===== src/design/btc_pkg.sv =====
`default_nettype none
package btc_pkg;
   // ---------------------------------------------------------------
   // Field positions of the 32-bit instruction word
   // ---------------------------------------------------------------
   localparam int OP_MSB = 31;
   localparam int OP_LSB = 26;
   localparam int FS_MSB = 25;
   localparam int FS_LSB = 21;
   localparam int SS_MSB = 20;
   localparam int SS_LSB = 16;
   localparam int RD_MSB = 15;
   localparam int RD_LSB = 11;
   localparam int FUNCT_MSB = 5;
   localparam int CODE_MSB = 25;
   localparam int CODE_LSB = 6;
   localparam int OFFS_MSB = 15;
   localparam int CO_BIT = 25;
   localparam int COFUN_MSB = 24;
   localparam int CPSEL_MSB = 27;
   localparam int CPSEL_LSB = 26;
   // ---------------------------------------------------------------
   // Major opcodes
   // ---------------------------------------------------------------
   localparam logic [5:0] OP_SPECIAL = 6'h00;
   localparam logic [5:0] OP_REGIMM = 6'h01;
   localparam logic [5:0] OP_EQ_LIKELY = 6'h14;
   localparam logic [5:0] OP_NE_LIKELY = 6'h15;
   localparam logic [5:0] OP_LEZ_LIKELY = 6'h16;
   localparam logic [5:0] OP_GTZ_LIKELY = 6'h17;
   localparam logic [3:0] OP_COPROC_HI = 4'h4;
   // ---------------------------------------------------------------
   // Sub-codes: register-immediate selector, trap functions, coproc
   // ---------------------------------------------------------------
   localparam logic [4:0] RI_LTZ_LIKELY = 5'h02;
   localparam logic [4:0] RI_GEZ_LIKELY = 5'h03;
   localparam logic [4:0] RI_LTZ_LINK_LIKELY = 5'h12;
   localparam logic [4:0] RI_GEZ_LINK_LIKELY = 5'h13;
   localparam logic [5:0] FN_SYSTEM_CALL_TRAP = 6'h0C;
   localparam logic [5:0] FN_BREAK = 6'h0D;
   localparam logic [5:0] FN_DEBUG_BREAK = 6'h0E;
   localparam logic [4:0] CP_MOVE_FROM_DATA = 5'h00;
   localparam logic [4:0] CP_MOVE_FROM_CTRL = 5'h02;
   localparam logic [4:0] CP_MOVE_TO_DATA = 5'h04;
   localparam logic [4:0] CP_MOVE_TO_CTRL = 5'h06;
   localparam logic [4:0] CP_BRANCH = 5'h08;
   localparam logic [4:0] CP_BR_FALSE = 5'h00;
   localparam logic [4:0] CP_BR_TRUE = 5'h01;
   // ---------------------------------------------------------------
   // Address arithmetic and reset values
   // ---------------------------------------------------------------
   localparam logic [31:0] SLOT_STEP = 32'h0000_0004;
   localparam logic [31:0] LINK_STEP = 32'h0000_0008;
   localparam logic [4:0] LINK_REGISTER = 5'h1F;
   localparam logic [31:0] RESET_WORD = 32'h0000_0000;
endpackage
`default_nettype wire


===== src/design/btc_exec.sv =====
`default_nettype none
module btc_exec #(
   parameter int NUM_CP = 4
) (
   input wire logic CLK_SYS,
   input wire logic RSTN,
   input wire logic INSTR_VALID,
   input wire logic [31:0] INSTR_WORD,
   input wire logic [31:0] INSTR_ADDR,
   input wire logic [31:0] FIRST_SRC_DATA,
   input wire logic [31:0] SECOND_SRC_DATA,
   input wire logic [NUM_CP-1:0] CP_COND,
   input wire logic [31:0] CP_RDATA,
   output logic INSTR_READY,
   output logic BRANCH_TAKEN,
   output logic [31:0] BRANCH_TARGET,
   output logic NULLIFY_SLOT,
   output logic GPR_WE,
   output logic [4:0] GPR_WADDR,
   output logic [31:0] GPR_WDATA,
   output logic EXC_SYSTEM_CALL_TRAP,
   output logic EXC_BREAKPOINT,
   output logic EXC_DEBUG,
   output logic [19:0] TRAP_CODE,
   output logic [1:0] CP_SEL,
   output logic [4:0] CP_REG,
   output logic CP_DATA_WE,
   output logic CP_CTRL_WE,
   output logic CP_DATA_RE,
   output logic CP_CTRL_RE,
   output logic [31:0] CP_WDATA,
   output logic CP_OP_VALID,
   output logic [24:0] CP_OP
);

   // ---------------------------------------------------------------
   // Elaboration check
   // ---------------------------------------------------------------
   // The select field is two bits wide, so at most four coprocessors
   if (NUM_CP < 1 || NUM_CP > 4) begin : g_bad_num_cp
      $error("NUM_CP must lie between 1 and 4");
   end

   // ---------------------------------------------------------------
   // Helper functions
   // ---------------------------------------------------------------
   // Slot address plus word offset, sign-extended from 16 bits
   function automatic logic [31:0] branch_dest(input logic [31:0] addr,
                                               input logic [15:0] offs);
      logic [31:0] wide;
      wide = {{14{offs[15]}}, offs, 2'b00};
      branch_dest = addr + btc_pkg::SLOT_STEP + wide;
   endfunction

   // Signed zero comparisons on the first source register
   function automatic logic is_neg(input logic [31:0] v);
      is_neg = v[31];
   endfunction

   function automatic logic is_zero(input logic [31:0] v);
      is_zero = (v == btc_pkg::RESET_WORD);
   endfunction

   // ---------------------------------------------------------------
   // Field extraction
   // ---------------------------------------------------------------
   logic [5:0] op, funct;
   logic [4:0] fs, ss, rd_field;
   logic [15:0] offs;
   logic [1:0] sel;
   logic sel_ok, is_cop, cond_now;
   logic [31:0] dest;

   // Plain slices of the word under decode, then the unit check and branch target
   assign op = INSTR_WORD[btc_pkg::OP_MSB:btc_pkg::OP_LSB];
   assign fs = INSTR_WORD[btc_pkg::FS_MSB:btc_pkg::FS_LSB];
   assign ss = INSTR_WORD[btc_pkg::SS_MSB:btc_pkg::SS_LSB];
   assign rd_field = INSTR_WORD[btc_pkg::RD_MSB:btc_pkg::RD_LSB];
   assign funct = INSTR_WORD[btc_pkg::FUNCT_MSB:0];
   assign offs = INSTR_WORD[btc_pkg::OFFS_MSB:0];
   assign sel = INSTR_WORD[btc_pkg::CPSEL_MSB:btc_pkg::CPSEL_LSB];
   assign sel_ok = (32'(sel) < 32'(NUM_CP));
   assign is_cop = (op[5:2] == btc_pkg::OP_COPROC_HI) && sel_ok;
   assign dest = branch_dest(INSTR_ADDR, offs);

   // Condition line of the selected unit, read in the decode cycle
   // so the coprocessor must hold it valid while the branch decodes
   always_comb begin
      cond_now = 1'b0;
      for (int i = 0; i < NUM_CP; i++) begin
         if (32'(sel) == i) begin
            cond_now = CP_COND[i];
         end
      end
   end

   // ---------------------------------------------------------------
   // Registered outputs and pending coprocessor read
   // ---------------------------------------------------------------
   logic rd_pend, next_rd_pend, take;
   logic next_branch_taken, next_nullify_slot, next_gpr_we;
   logic next_exc_system_call_trap, next_exc_breakpoint, next_exc_debug;
   logic next_cp_data_we, next_cp_ctrl_we, next_cp_data_re;
   logic next_cp_ctrl_re, next_cp_op_valid;
   logic [31:0] next_branch_target, next_gpr_wdata, next_cp_wdata;
   logic [4:0] next_gpr_waddr, next_cp_reg, rd_target, next_rd_target;
   logic [19:0] next_trap_code;
   logic [1:0] next_cp_sel;
   logic [24:0] next_cp_op;

   // A read from a coprocessor takes two cycles, so decode stalls once
   assign INSTR_READY = !rd_pend;

   // Decode and execute; every strobe is a one-cycle pulse, data outputs keep their last value
   always_comb begin
      take = 1'b0;
      next_rd_pend = 1'b0;
      next_rd_target = rd_target;
      next_branch_taken = 1'b0;
      next_branch_target = BRANCH_TARGET;
      next_nullify_slot = 1'b0;
      next_gpr_we = 1'b0;
      next_gpr_waddr = GPR_WADDR;
      next_gpr_wdata = GPR_WDATA;
      next_exc_system_call_trap = 1'b0;
      next_exc_breakpoint = 1'b0;
      next_exc_debug = 1'b0;
      next_trap_code = TRAP_CODE;
      next_cp_sel = CP_SEL;
      next_cp_reg = CP_REG;
      next_cp_data_we = 1'b0;
      next_cp_ctrl_we = 1'b0;
      next_cp_data_re = 1'b0;
      next_cp_ctrl_re = 1'b0;
      next_cp_wdata = CP_WDATA;
      next_cp_op_valid = 1'b0;
      next_cp_op = CP_OP;
      if (rd_pend) begin
         // Coprocessor answers in the read cycle; land it in the GPR
         next_gpr_we = 1'b1;
         next_gpr_waddr = rd_target;
         next_gpr_wdata = CP_RDATA;
      end else if (INSTR_VALID) begin
         case (op)
            btc_pkg::OP_EQ_LIKELY, btc_pkg::OP_NE_LIKELY: begin
               take = (op == btc_pkg::OP_EQ_LIKELY) ?
                      (FIRST_SRC_DATA == SECOND_SRC_DATA) :
                      (FIRST_SRC_DATA != SECOND_SRC_DATA);
               next_branch_taken = take;
               next_branch_target = dest;
               next_nullify_slot = !take;
            end
            btc_pkg::OP_LEZ_LIKELY, btc_pkg::OP_GTZ_LIKELY: begin
               take = is_neg(FIRST_SRC_DATA) ||
                      is_zero(FIRST_SRC_DATA);
               if (op == btc_pkg::OP_GTZ_LIKELY) begin
                  take = !take;
               end
               next_branch_taken = take;
               next_branch_target = dest;
               next_nullify_slot = !take;
            end
            btc_pkg::OP_REGIMM: begin
               case (ss)
                  btc_pkg::RI_LTZ_LIKELY,
                  btc_pkg::RI_LTZ_LINK_LIKELY: begin
                     take = is_neg(FIRST_SRC_DATA);
                     next_branch_taken = take;
                     next_branch_target = dest;
                     next_nullify_slot = !take;
                  end
                  btc_pkg::RI_GEZ_LIKELY,
                  btc_pkg::RI_GEZ_LINK_LIKELY: begin
                     take = !is_neg(FIRST_SRC_DATA);
                     next_branch_taken = take;
                     next_branch_target = dest;
                     next_nullify_slot = !take;
                  end
                  default: begin
                     take = 1'b0;
                  end
               endcase
               // Link is written even when the branch falls through
               if (ss == btc_pkg::RI_LTZ_LINK_LIKELY ||
                   ss == btc_pkg::RI_GEZ_LINK_LIKELY) begin
                  next_gpr_we = 1'b1;
                  next_gpr_waddr = btc_pkg::LINK_REGISTER;
                  next_gpr_wdata = INSTR_ADDR + btc_pkg::LINK_STEP;
               end
            end
            btc_pkg::OP_SPECIAL: begin
               // Register-format traps carry a 20-bit code field
               if (funct == btc_pkg::FN_SYSTEM_CALL_TRAP) begin
                  next_exc_system_call_trap = 1'b1;
               end
               if (funct == btc_pkg::FN_BREAK) begin
                  next_exc_breakpoint = 1'b1;
               end
               if (funct == btc_pkg::FN_DEBUG_BREAK) begin
                  next_exc_debug = 1'b1;
               end
               if (funct == btc_pkg::FN_SYSTEM_CALL_TRAP ||
                   funct == btc_pkg::FN_BREAK ||
                   funct == btc_pkg::FN_DEBUG_BREAK) begin
                  next_trap_code =
                     INSTR_WORD[btc_pkg::CODE_MSB:btc_pkg::CODE_LSB];
               end
            end
            default: begin
               if (is_cop && INSTR_WORD[btc_pkg::CO_BIT]) begin
                  // Operation leaves every core output idle
                  next_cp_sel = sel;
                  next_cp_op_valid = 1'b1;
                  next_cp_op = INSTR_WORD[btc_pkg::COFUN_MSB:0];
               end else if (is_cop) begin
                  case (fs)
                     btc_pkg::CP_MOVE_TO_DATA: begin
                        next_cp_sel = sel;
                        next_cp_reg = rd_field;
                        next_cp_wdata = SECOND_SRC_DATA;
                        next_cp_data_we = 1'b1;
                     end
                     btc_pkg::CP_MOVE_TO_CTRL: begin
                        next_cp_sel = sel;
                        next_cp_reg = rd_field;
                        next_cp_wdata = SECOND_SRC_DATA;
                        next_cp_ctrl_we = 1'b1;
                     end
                     btc_pkg::CP_MOVE_FROM_DATA: begin
                        next_cp_sel = sel;
                        next_cp_reg = rd_field;
                        next_cp_data_re = 1'b1;
                        next_rd_pend = 1'b1;
                        next_rd_target = ss;
                     end
                     btc_pkg::CP_MOVE_FROM_CTRL: begin
                        next_cp_sel = sel;
                        next_cp_reg = rd_field;
                        next_cp_ctrl_re = 1'b1;
                        next_rd_pend = 1'b1;
                        next_rd_target = ss;
                     end
                     btc_pkg::CP_BRANCH: begin
                        // Plain forms: the slot always executes
                        if (ss == btc_pkg::CP_BR_TRUE) begin
                           next_branch_taken = cond_now;
                           next_branch_target = dest;
                        end else if (ss == btc_pkg::CP_BR_FALSE) begin
                           next_branch_taken = !cond_now;
                           next_branch_target = dest;
                        end
                     end
                     default: begin
                        next_rd_pend = 1'b0;
                     end
                  endcase
               end
            end
         endcase
      end
   end

   // Register stage; all values reset to constants
   always_ff @(posedge CLK_SYS or negedge RSTN) begin
      if (!RSTN) begin
         rd_pend <= 1'b0;
         rd_target <= 5'h00;
         BRANCH_TAKEN <= 1'b0;
         BRANCH_TARGET <= btc_pkg::RESET_WORD;
         NULLIFY_SLOT <= 1'b0;
         GPR_WE <= 1'b0;
         GPR_WADDR <= 5'h00;
         GPR_WDATA <= btc_pkg::RESET_WORD;
         EXC_SYSTEM_CALL_TRAP <= 1'b0;
         EXC_BREAKPOINT <= 1'b0;
         EXC_DEBUG <= 1'b0;
         TRAP_CODE <= 20'h00000;
         CP_SEL <= 2'h0;
         CP_REG <= 5'h00;
         CP_DATA_WE <= 1'b0;
         CP_CTRL_WE <= 1'b0;
         CP_DATA_RE <= 1'b0;
         CP_CTRL_RE <= 1'b0;
         CP_WDATA <= btc_pkg::RESET_WORD;
         CP_OP_VALID <= 1'b0;
         CP_OP <= 25'h0000000;
      end else begin
         rd_pend <= next_rd_pend;
         rd_target <= next_rd_target;
         BRANCH_TAKEN <= next_branch_taken;
         BRANCH_TARGET <= next_branch_target;
         NULLIFY_SLOT <= next_nullify_slot;
         GPR_WE <= next_gpr_we;
         GPR_WADDR <= next_gpr_waddr;
         GPR_WDATA <= next_gpr_wdata;
         EXC_SYSTEM_CALL_TRAP <= next_exc_system_call_trap;
         EXC_BREAKPOINT <= next_exc_breakpoint;
         EXC_DEBUG <= next_exc_debug;
         TRAP_CODE <= next_trap_code;
         CP_SEL <= next_cp_sel;
         CP_REG <= next_cp_reg;
         CP_DATA_WE <= next_cp_data_we;
         CP_CTRL_WE <= next_cp_ctrl_we;
         CP_DATA_RE <= next_cp_data_re;
         CP_CTRL_RE <= next_cp_ctrl_re;
         CP_WDATA <= next_cp_wdata;
         CP_OP_VALID <= next_cp_op_valid;
         CP_OP <= next_cp_op;
      end
   end

endmodule
`default_nettype wire


===== config.mk =====
export PLATFORM = sky130hd
export DESIGN_NAME = btc_exec
export DESIGN_NICKNAME = d
export VERILOG_FILES = /design/src/design/btc_pkg.sv /design/src/design/btc_exec.sv
export SDC_FILE = /design/constraint.sdc
export NUM_CORES = 1
export LEC_CHECK = 0
export BUFFER_PORTS_ARGS = -buffer_cell sky130_fd_sc_hd__buf_2
export CORE_MARGIN = 8
export CORE_UTILIZATION = 40
export DETAILED_ROUTE_END_ITERATION = 10
export PLACE_DENSITY = 0.7
export RECOVER_POWER = 25
export SETUP_SLACK_MARGIN = 0.15
export SYNTH_ARGS = -nofsm -noshare
export SYNTH_HDL_FRONTEND = slang
export SYNTH_SLANG_ARGS = --single-unit

===== constraint.sdc =====
create_clock -name CLK_SYS -period 3.73 [get_ports CLK_SYS]
set_input_delay 0.1865 -clock CLK_SYS [delete_from_list [all_inputs] [get_ports CLK_SYS]]
set_output_delay 0.1865 -clock CLK_SYS [all_outputs]
set_load 0.02 [all_outputs]

==> flow_summary.yaml, run 1 <==
outcome:
  outcome: "finished clean"
power:
  leakage_nw: 5.87
  vdd_drop_max_v: 0.000273
  p_per_area_nw_per_um2: 445
clock_network:
  cts_tree: "done"
  clock_sinks: 170
  cts_root_buffer: "clkbuf_16"
  cts_max_level: 4
  clockBufferDepth: 2
  cts_buffers: 17
  clk_pin_slew_ns: 0.07
  clock_latency_ns: 0.43
floorplan:
  num_rows: 55
  core_um2: 22700
  num_io_pins: 332
  die_h_um: 168
  die_area_um2: 28300
  dieWidth_um: 168
  initial_core_util: 0.407
yosys:
  syn_area_per_cell_um2: 10.4
  ys_seq_area_frac: 0.460
  synth_flop_cell: "dfrtp_1"
  synth_xor_area_frac: 0.0729
  synth_top_family_by_area: "simple AND/OR/NAND/NOR gates"
  synthSimpleGateAreaFrac: 0.144
  synth_cell_type_count: 63
  synth_area_um2: 9250
  synth_fa_ha_area_frac: 0.0806
  async_reset_ff_frac: 1.00
  synth-compound-area-share: 0.131
  ys_warn_count: 0
  synth_enable_flop_cells: 0
  postSynthCellCount: 888
  synth_mux_area_frac: 0.0898
  syn-num-nets: 1114
  ys_ff_latch: 170
sta:
  slew_headroom: 0.317
  finalSetupViolations: 0
  worst_hold_slack_ns: 0.0129
  setup_ws_ns: 0.463
  rsz0062_at_grt: "false"
  worst_slew_pin_slew_ns: 1.02
  timing.final.crit_period_ns: 3.27
  fin_tns_setup_ns: 0
  finalCritPeriodShare: 0.876
  drv_slew: 0
  fin_skew_ns: 0.0108
  hold_viol_final: 0
  clock.fmax_mhz: 306
place:
  gp_congestion: 0.937
  dp_cells: 1480
  port_buffers: 331
  pre_cts_ws_ns: 0.621
  hpwl_mm: 25.3
layout:
  fin_nets: 1467
  antenna_cells: 0
  layout_common_cells: "buf_2, dfrtp_1, nand2_1, clkbuf_1, mux2_2"
  drive_gt1_frac: 0.262
  layout_commonest_cell: "buf_2"
  area_growth_pct: 29.0
  n_fill_cell: 2143
  layoutNonFillerInstCount: 1539
grt:
  grt_pass1_vias: 8505
  grt_pass1_wl_mm: 49.0
  grt_max_degree: 109
  track_usage: 0.222
  grt_antenna_before_repair: 0
  grt_remaining_overflow: 0
setup_path:
  cp.required_ns: 4.09
  worstPathArrival_ns: 3.63
  crit_path_start_kind: "primary input"
  end_kind: "flop"
  critPathMaxFanout: 4
  path_class: "in -> reg"
min_path:
  worstHoldPathType: "in -> reg"
route:
  drt-wirelength-per-cell_um: 20.7
  via_count: 8291
  drc_errors: 0
  routed_wl_mm: 31.9
  drt.antenna.violating_nets: 0
  dr.pass1.iters: 5
  vias_per_cell: 5.39
  drt_iter0_drc: 718
flow_run:
  maxCapViolCount: 0
-- sequential cells by signal, summed over array words and instances (netlist names) --
name / flops
BRANCH_TAKEN: 1
BRANCH_TARGET: 32
CP_CTRL_RE: 1
CP_CTRL_WE: 1
CP_DATA_RE: 1
CP_DATA_WE: 1
CP_OP: 25
CP_OP_VALID: 1
CP_REG: 5
CP_SEL: 2
CP_WDATA: 32
EXC_BREAKPOINT: 1
EXC_DEBUG: 1
EXC_SYSTEM_CALL_TRAP: 1
GPR_WADDR: 5
GPR_WDATA: 32
GPR_WE: 1
NULLIFY_SLOT: 1
TRAP_CODE: 20
rd_pend: 1
rd_target: 5
-- layout make-up --
| cell class | count | area, µm² | share of cell area |
|---|---|---|---|
| Multi-Input combinational cell | 668 | 4810 | 0.403 |
| Sequential cell | 170 | 4250 | 0.357 |
| Timing Repair Buffer | 367 | 1860 | 0.155 |
| Clock buffer | 18 | 439 | 0.0368 |
| Tap cell | 285 | 357 | 0.0299 |
| Clock inverter | 14 | 153 | 0.0128 |
| Inverter | 17 | 63.8 | 0.00535 |
-- metrics by stage --
step                      instance area (µm²)   util  total power (W)
after floorplan                          9250      -          0.00298
after global placement                  11200  0.494          0.00358
after detailed placement                11200  0.494          0.00360
after CTS                               12100  0.532          0.00541
after global routing                    11900  0.525          0.00559
final                                   11900  0.525          0.00531
-- final timing paths --
check / to / slack, ns / start / cells past startpoint
worst max register to register: CP_WDATA[12] / 1.08 / rd_pend / 8
worst min-delay path: CP_OP[2] / 0.01 / INSTR_WORD[2] / 3
min in group asynchronous: CP_WDATA[30] / 0.46 / RSTN / 2
worst max-delay path: BRANCH_TARGET[31] / 0.46 / INSTR_WORD[0] / 14
max in group asynchronous: GPR_WDATA[22] / 2.36 / RSTN / 3
worst min register to register: BRANCH_TARGET[8] / 0.47 / BRANCH_TARGET[8] / 2
-- logic make-up after synthesis --
kind of cell / Yosys count
DFF: 170
xor gates and xnor gates: 77
muxes: 73
adders and majority gates: 59
and+or+nand+nor: 279
buffers and inverters: 50
AOI/OAI and AO/OA: 180
-- cells in the mapped netlist (7+ instances only) --
master	number	share of area
a221o_1	12	0.013
xor2_1	27	0.026
a22oi_1	18	0.015
and3_1	11	0.0074
clkbuf_1	23	0.0093
xnor2_1	50	0.047
a21o_1	16	0.013
nand4_1	21	0.014
a21oi_1	30	0.016
dfrtp_1	170	0.46
inv_1	16	0.0065
mux2_2	70	0.085
nor4_1	10	0.0068
nor2_1	42	0.017
nand2_1	126	0.051
nor3_1	12	0.0065
ha_1	58	0.078
o21ai_0	56	0.030
nand3_1	25	0.014
a211oi_1	7	0.0057
-- what timing repair did --
action,in CTS,in global routing
endpoints found under the hold margin,132,1
hold buffers,26,1
gates resized for setup,0,0
setup buffers,0,0
-- worst max-delay path, stage by stage --
cell and delay [ns]:
dlygate4sd3_1 0.54, buf_2 0.14, inv_1 0.08, ha_1 0.20, inv_1 0.06, ha_1 0.20, fa_1 0.24, a21oi_1 0.10
or3b_2 0.50, a211o_1 0.36, a211oi_1 0.45, nor4b_1 0.12, or3_1 0.39, nand3_1 0.07
-- metal layers --
layer / vias up / wire length (µm) / GRT usage
li1: 3934 / - / -
met1: 4008 / 14000 / 0.289
met2: 300 / 14800 / 0.353
met3: 49 / 2260 / 0.0601
met4: 0 / 782 / 0.0710
met5: - / 0 / 0
-- report_power, final --
part | switching [W] | total (W) | internal, W
Combinational | 0.000882 | 0.00137 | 0.000488
Sequential | 0.000122 | 0.00218 | 0.00206
Clock | 0.000846 | 0.00176 | 0.000913
Power figures use the tool's default switching activity.
==> run 2, diff against run 1 <==
--- a/config.mk
+++ b/config.mk
@@ -8,6 +8,7 @@
 export BUFFER_PORTS_ARGS = -buffer_cell sky130_fd_sc_hd__buf_2
 export CORE_MARGIN = 8
 export CORE_UTILIZATION = 40
+export CTS_CLUSTER_SIZE = 8
 export DETAILED_ROUTE_END_ITERATION = 10
 export PLACE_DENSITY = 0.7
 export RECOVER_POWER = 25
==> constraint.sdc (replaced) <==
create_clock -name CLK_SYS -period 4.2 [get_ports CLK_SYS]
set_input_delay 1.26 -clock CLK_SYS [delete_from_list [all_inputs] [get_ports CLK_SYS]]
set_output_delay 1.26 -clock CLK_SYS [all_outputs]
set_load 0.02 [all_outputs]
==> run 2 against run 1 <==
Against the previous run: the run now ends with max-capacitance violations, max-slew violations left; global-route usage grew 0.30 points; combinational power down 9%; via count down 0.89%; first-iteration DRC count decreased by 5.0%; final area shrank 0.58%; clock power shrank 12%; sequential share of layout area is 0.21 points higher; critical path type unchanged; largest power group unchanged; highest routed layer unchanged.
==> flow_summary.yaml, run 2 (synthesis gave the netlist of run 1 again) <==
floorplan:
  core_um2: 22700
  num_io_pins: 332
  dieWidth_um: 168
  num_rows: 55
  initial_core_util: 0.407
  die_area_um2: 28300
  die_h_um: 168
layout:
  area_growth_pct: 28.2
  fin_nets: 1447
  reg.largest.list: "BRANCH_TARGET x32, CP_WDATA x32, GPR_WDATA x32"
  layout_common_cells: "buf_2, dfrtp_1, nand2_1"
  layout_commonest_cell: "buf_2"
  multi_input_area_um2: 4810
  drive_gt1_frac: 0.373
  seq_area_um2: 4250
  layoutNonFillerInstCount: 1525
  n_fill_cell: 2092
  final_core_utilization: 0.522
outcome:
  violations: "max-capacitance violations, max-slew violations"
  outcome: "finished, violations left"
setup_path:
  rrSetupSlack_ns: 1.62
  critPathCapture: "BRANCH_TARGET[29]"
  r2r_end: "TRAP_CODE[10]"
  critPathMaxFanout: 6
  worstPathArrival_ns: 4.10
  reg2reg_from: "rd_pend"
  crit_path_start_kind: "primary input"
  path_class: "in -> reg"
  startpoint: "INSTR_WORD[1]"
  rr_worst_depth: 6
  end_kind: "flop"
  cp.required_ns: 4.52
place:
  port_buffers: 331
  hpwl_mm: 25.6
  dp_cells: 1487
  gp_congestion: 0.967
sta:
  fin_tns_setup_ns: 0
  hold_viol_final: 0
  fin_skew_ns: 0.0135
  finalCritPeriodShare: 0.899
  worst_hold_slack_ns: 0.462
  finalSetupViolations: 0
  slew_headroom: -0.371
  drv_slew: 79
  rsz0062_at_grt: "false"
  timing.final.crit_period_ns: 3.78
  worst_slew_pin_slew_ns: 2.06
  clock.fmax_mhz: 265
flow_run:
  maxCapViolCount: 1
power:
  p_per_area_nw_per_um2: 398
  leakage_nw: 6.29
  vdd_drop_max_v: 0.000249
clock_network:
  clock_latency_ns: 0.43
  clock_sinks: 170
  cts_buffers: 17
  cts.repair.resized: 0
  clk_pin_slew_ns: 0.07
  cts_root_buffer: "clkbuf_16"
  cts_hold_buf: 0
  cts_tree: "done"
  clockBufferDepth: 2
  post_cts_buffers: 0
  cts_max_level: 4
grt:
  grt_max_degree: 80
  grt_remaining_overflow: 0
  grt_pass1_wl_mm: 49.7
  track_usage: 0.225
  grt_antenna_before_repair: 5
  grt_pass1_vias: 8599
route:
  drc_errors: 0
  dr.pass1.iters: 5
  vias_per_cell: 5.39
  routed_wl_mm: 31.8
  drt_iter0_drc: 682
  via_count: 8217
  drt-wirelength-per-cell_um: 20.9
  drt.antenna.violating_nets: 0
min_path:
  worstHoldPathType: "reg -> reg"
run 2: cell count changes in the layout (fill, tap and decap cells not counted), moves of 3 or more:
| cell | before | now |
|---|---|---|
| buf_2 | 204 | 330 |
| diode_2 | 0 | 6 |
| buf_4 | 8 | 15 |
| clkbuf_1 | 126 | 1 |
| clkinv_4 | 3 | 0 |
| dlygate4sd3_1 | 27 | 0 |
| inv_6 | 2 | 7 |
run 2: critical path, cell delays in order:
cell	delay, ns
buf_2	0.14
ha_1	0.29
ha_1	0.21
fa_1	0.23
a21oi_1	0.09
or3b_2	0.50
a211o_1	0.36
a211oi_1	0.46
o31a_1	0.22
nor3_1	0.05
o31ai_1	0.29
run 2: area by class of cell:
cell class | count | area share
Clock buffer | 18 | 0.0362
Inverter | 17 | 0.00538
Sequential cell | 170 | 0.359
Tap cell | 285 | 0.0301
Clock inverter | 14 | 0.0122
Multi-Input combinational cell | 668 | 0.406
Antenna cell | 6 | 0.00127
Timing Repair Buffer | 347 | 0.151
run 2: how the worst min path moves through the flow:
stage	start	endpoint	depth (start not counted)
4_1_cts	BRANCH_TARGET[8]	BRANCH_TARGET[8]	2
5_1_grt	BRANCH_TARGET[8]	BRANCH_TARGET[8]	2
3_3_place_gp	BRANCH_TARGET[8]	BRANCH_TARGET[8]	2
2_1_floorplan	rd_target[0]	GPR_WADDR[0]	1
6_report	BRANCH_TARGET[8]	BRANCH_TARGET[8]	2
3_5_place_dp	BRANCH_TARGET[8]	BRANCH_TARGET[8]	2
run 2: power by group:
part	internal, W	switching (W)
Combinational	0.000456	0.000780
Clock	0.000794	0.000760
Sequential	0.00183	0.000104
Total	0.00308	0.00164
run 2: layer usage:
metal	GRT usage	wire, µm
met2	0.352	14700
met1	0.296	14100
met4	0.0707	714
met3	0.0634	2410
met5	0	0
run 2: metrics by stage:
step / area [µm²] / total power, W / worst slack [ns]
after global placement: 11300 / 0.00318 / 0.0924
after detailed placement: 11300 / 0.00320 / -0.00978
final: 11900 / 0.00472 / 0.422
after CTS: 11900 / 0.00476 / 0.451
after global routing: 11900 / 0.00495 / 0.233
after floorplan: 9250 / 0.00264 / 0.414
==> run 3, diff against run 2 <==
--- a/config.mk
+++ b/config.mk
@@ -12,6 +12,7 @@
 export DETAILED_ROUTE_END_ITERATION = 10
 export PLACE_DENSITY = 0.7
 export RECOVER_POWER = 25
+export REMOVE_ABC_BUFFERS = 1
 export SETUP_SLACK_MARGIN = 0.15
 export SYNTH_ARGS = -nofsm -noshare
 export SYNTH_HDL_FRONTEND = slang
==> run 3 against run 2 <==
Against the previous run: the flow still finishes with violations (max-capacitance violations, max-slew violations); utilization grew 0.31 points; clock power grew 3%; combinational power barely moved; final area up 0.60%; sequential power hardly changed; fmax up 1.4%; sequential cell count unchanged; wire length shrank 0.42%; critical path type unchanged; critical endpoint is now BRANCH_TARGET[27]; largest cell class unchanged.
==> flow_summary.yaml, run 3 (synthesis gave the netlist of run 1 again) <==
outcome:
  outcome: "finished, violations left"
  violations: "max-capacitance violations, max-slew violations"
grt:
  grt_remaining_overflow: 0
  grt_util_met3: 0.0578
  met2_usage: 0.375
  grt_pass1_vias: 8697
  track_usage: 0.222
  grt_pass1_wl_mm: 49.2
  grt_max_degree: 64
  grt_antenna_before_repair: 1
  use_met1: 0.267
  grt.busiest_layer: "met2"
min_path:
  worstHoldPathType: "reg -> reg"
sta:
  finalSetupViolations: 0
  timing.final.crit_period_ns: 3.73
  fin_skew_ns: 0.0149
  worst_hold_slack_ns: 0.473
  setup_ws_ns: 0.474
  worst_slew_pin_slew_ns: 2.69
  rsz0062_at_grt: "false"
  finalCritPeriodShare: 0.887
  fin_tns_setup_ns: 0
  clock.fmax_mhz: 268
  drv_slew: 54
  slew_headroom: -0.793
  hold_viol_final: 0
route:
  drt-wirelength-per-cell_um: 20.8
  routed_wl_mm: 31.7
  dr.pass1.iters: 5
  drt.antenna.violating_nets: 0
  via_count: 8280
  drt_iter0_drc: 480
  vias_per_cell: 5.44
  drc_errors: 0
setup_path:
  critPathMaxFanout: 5
  end_kind: "flop"
  crit_path_start_kind: "primary input"
  worstPathArrival_ns: 4.03
  cp.required_ns: 4.51
  path_class: "in -> reg"
power:
  p_per_area_nw_per_um2: 399
  leakage_nw: 6.34
  finalPower_w: 0.00476
  vdd_drop_max_v: 0.000235
layout:
  layout_commonest_cell: "buf_2"
  antenna_cells: 0
  final_area_um2: 11900
  area_growth_pct: 29.0
  reg.largest.list: "BRANCH_TARGET x32, CP_WDATA x32, GPR_WDATA x32"
  fin_nets: 1451
  drive_gt1_frac: 0.375
  layout_common_cells: "buf_2, dfrtp_1, nand2_1"
clock_network:
  clockBufferDepth: 2
  clk_pin_slew_ns: 0.07
  cts_tree: "done"
  cts.repair.resized: 0
  clock_latency_ns: 0.43
  cts_max_level: 4
  cts_hold_buf: 0
  post_cts_buffers: 0
  clock_sinks: 170
  cts_root_buffer: "clkbuf_16"
  cts_buffers: 17
place:
  port_buffers: 331
  hpwl_mm: 25.4
  pre_cts_ws_ns: 0.0629
  gp_congestion: 0.922
  place_area_um2: 11300
floorplan:
  num_io_pins: 332
  die_h_um: 168
  core_um2: 22700
  num_rows: 55
  die_area_um2: 28300
  dieWidth_um: 168
  initial_core_util: 0.407
flow_run:
  maxCapViolCount: 1
-- run 3: cell count changes in the layout (fill, tap and decap cells not counted), sizes merged --
cell,delta
diode,-6
clkinv,+4
inv,-2
dlygate4sd2,+1
clkinvlp,-1
clkbuf,-2
buf,+4
-- run 3: worst max-delay path: stages --
cell,delay (ns)
buf_2,0.11
inv_1,0.06
ha_1,0.19
inv_1,0.06
ha_1,0.23
fa_1,0.24
a21oi_1,0.09
or3b_2,0.50
a211o_1,0.36
a21oi_1,0.22
o22ai_1,0.17
o2111a_1,0.28
a221o_1,0.26
-- run 3: through the flow --
stage | instances | utilization
final | 1523 | 0.526
after detailed placement | 1491 | 0.499
after global routing | 1523 | 0.526
after CTS | 1523 | 0.526
after global placement | 1491 | 0.499
after floorplan | 855 | -
-- run 3: worst paths after layout --
check                                       from                 to  slack (ns)  depth (start not counted)
worst max-delay path               INSTR_WORD[0]  BRANCH_TARGET[27]        0.47                         13
worst min-delay path            BRANCH_TARGET[8]   BRANCH_TARGET[8]        0.47                          2
worst max register to register           rd_pend        CP_WDATA[5]        1.73                          7
worst min register to register  BRANCH_TARGET[8]   BRANCH_TARGET[8]        0.47                          2
max in group asynchronous                   RSTN   BRANCH_TARGET[3]        0.83                          1
min in group asynchronous                   RSTN       CP_WDATA[11]        1.82                          1
-- run 3: final cells by class --
| class | instances | area [µm²] |
|---|---|---|
| fillers | 2108 | 10800 |
| clock buffers | 17 | 425 |
| multi-input cells | 668 | 4820 |
| well taps | 285 | 357 |
| repair buffers | 351 | 1840 |
| flip-flops and latches | 170 | 4250 |
| inverters | 17 | 63.8 |
| clock inverters | 15 | 180 |
-- run 3: power by group --
part           internal (W)  switching [W]
combinational      0.000457       0.000770
clock              0.000808       0.000791
sequential          0.00183       0.000106
total               0.00309        0.00167
-- run 3: routing by layer --
metal  vias to the layer above  share of wire
met5                         -        0.00041
met4                         2          0.027
met3                        45          0.072
met2                       318           0.48
met1                      4010           0.42
li1                       3905              -
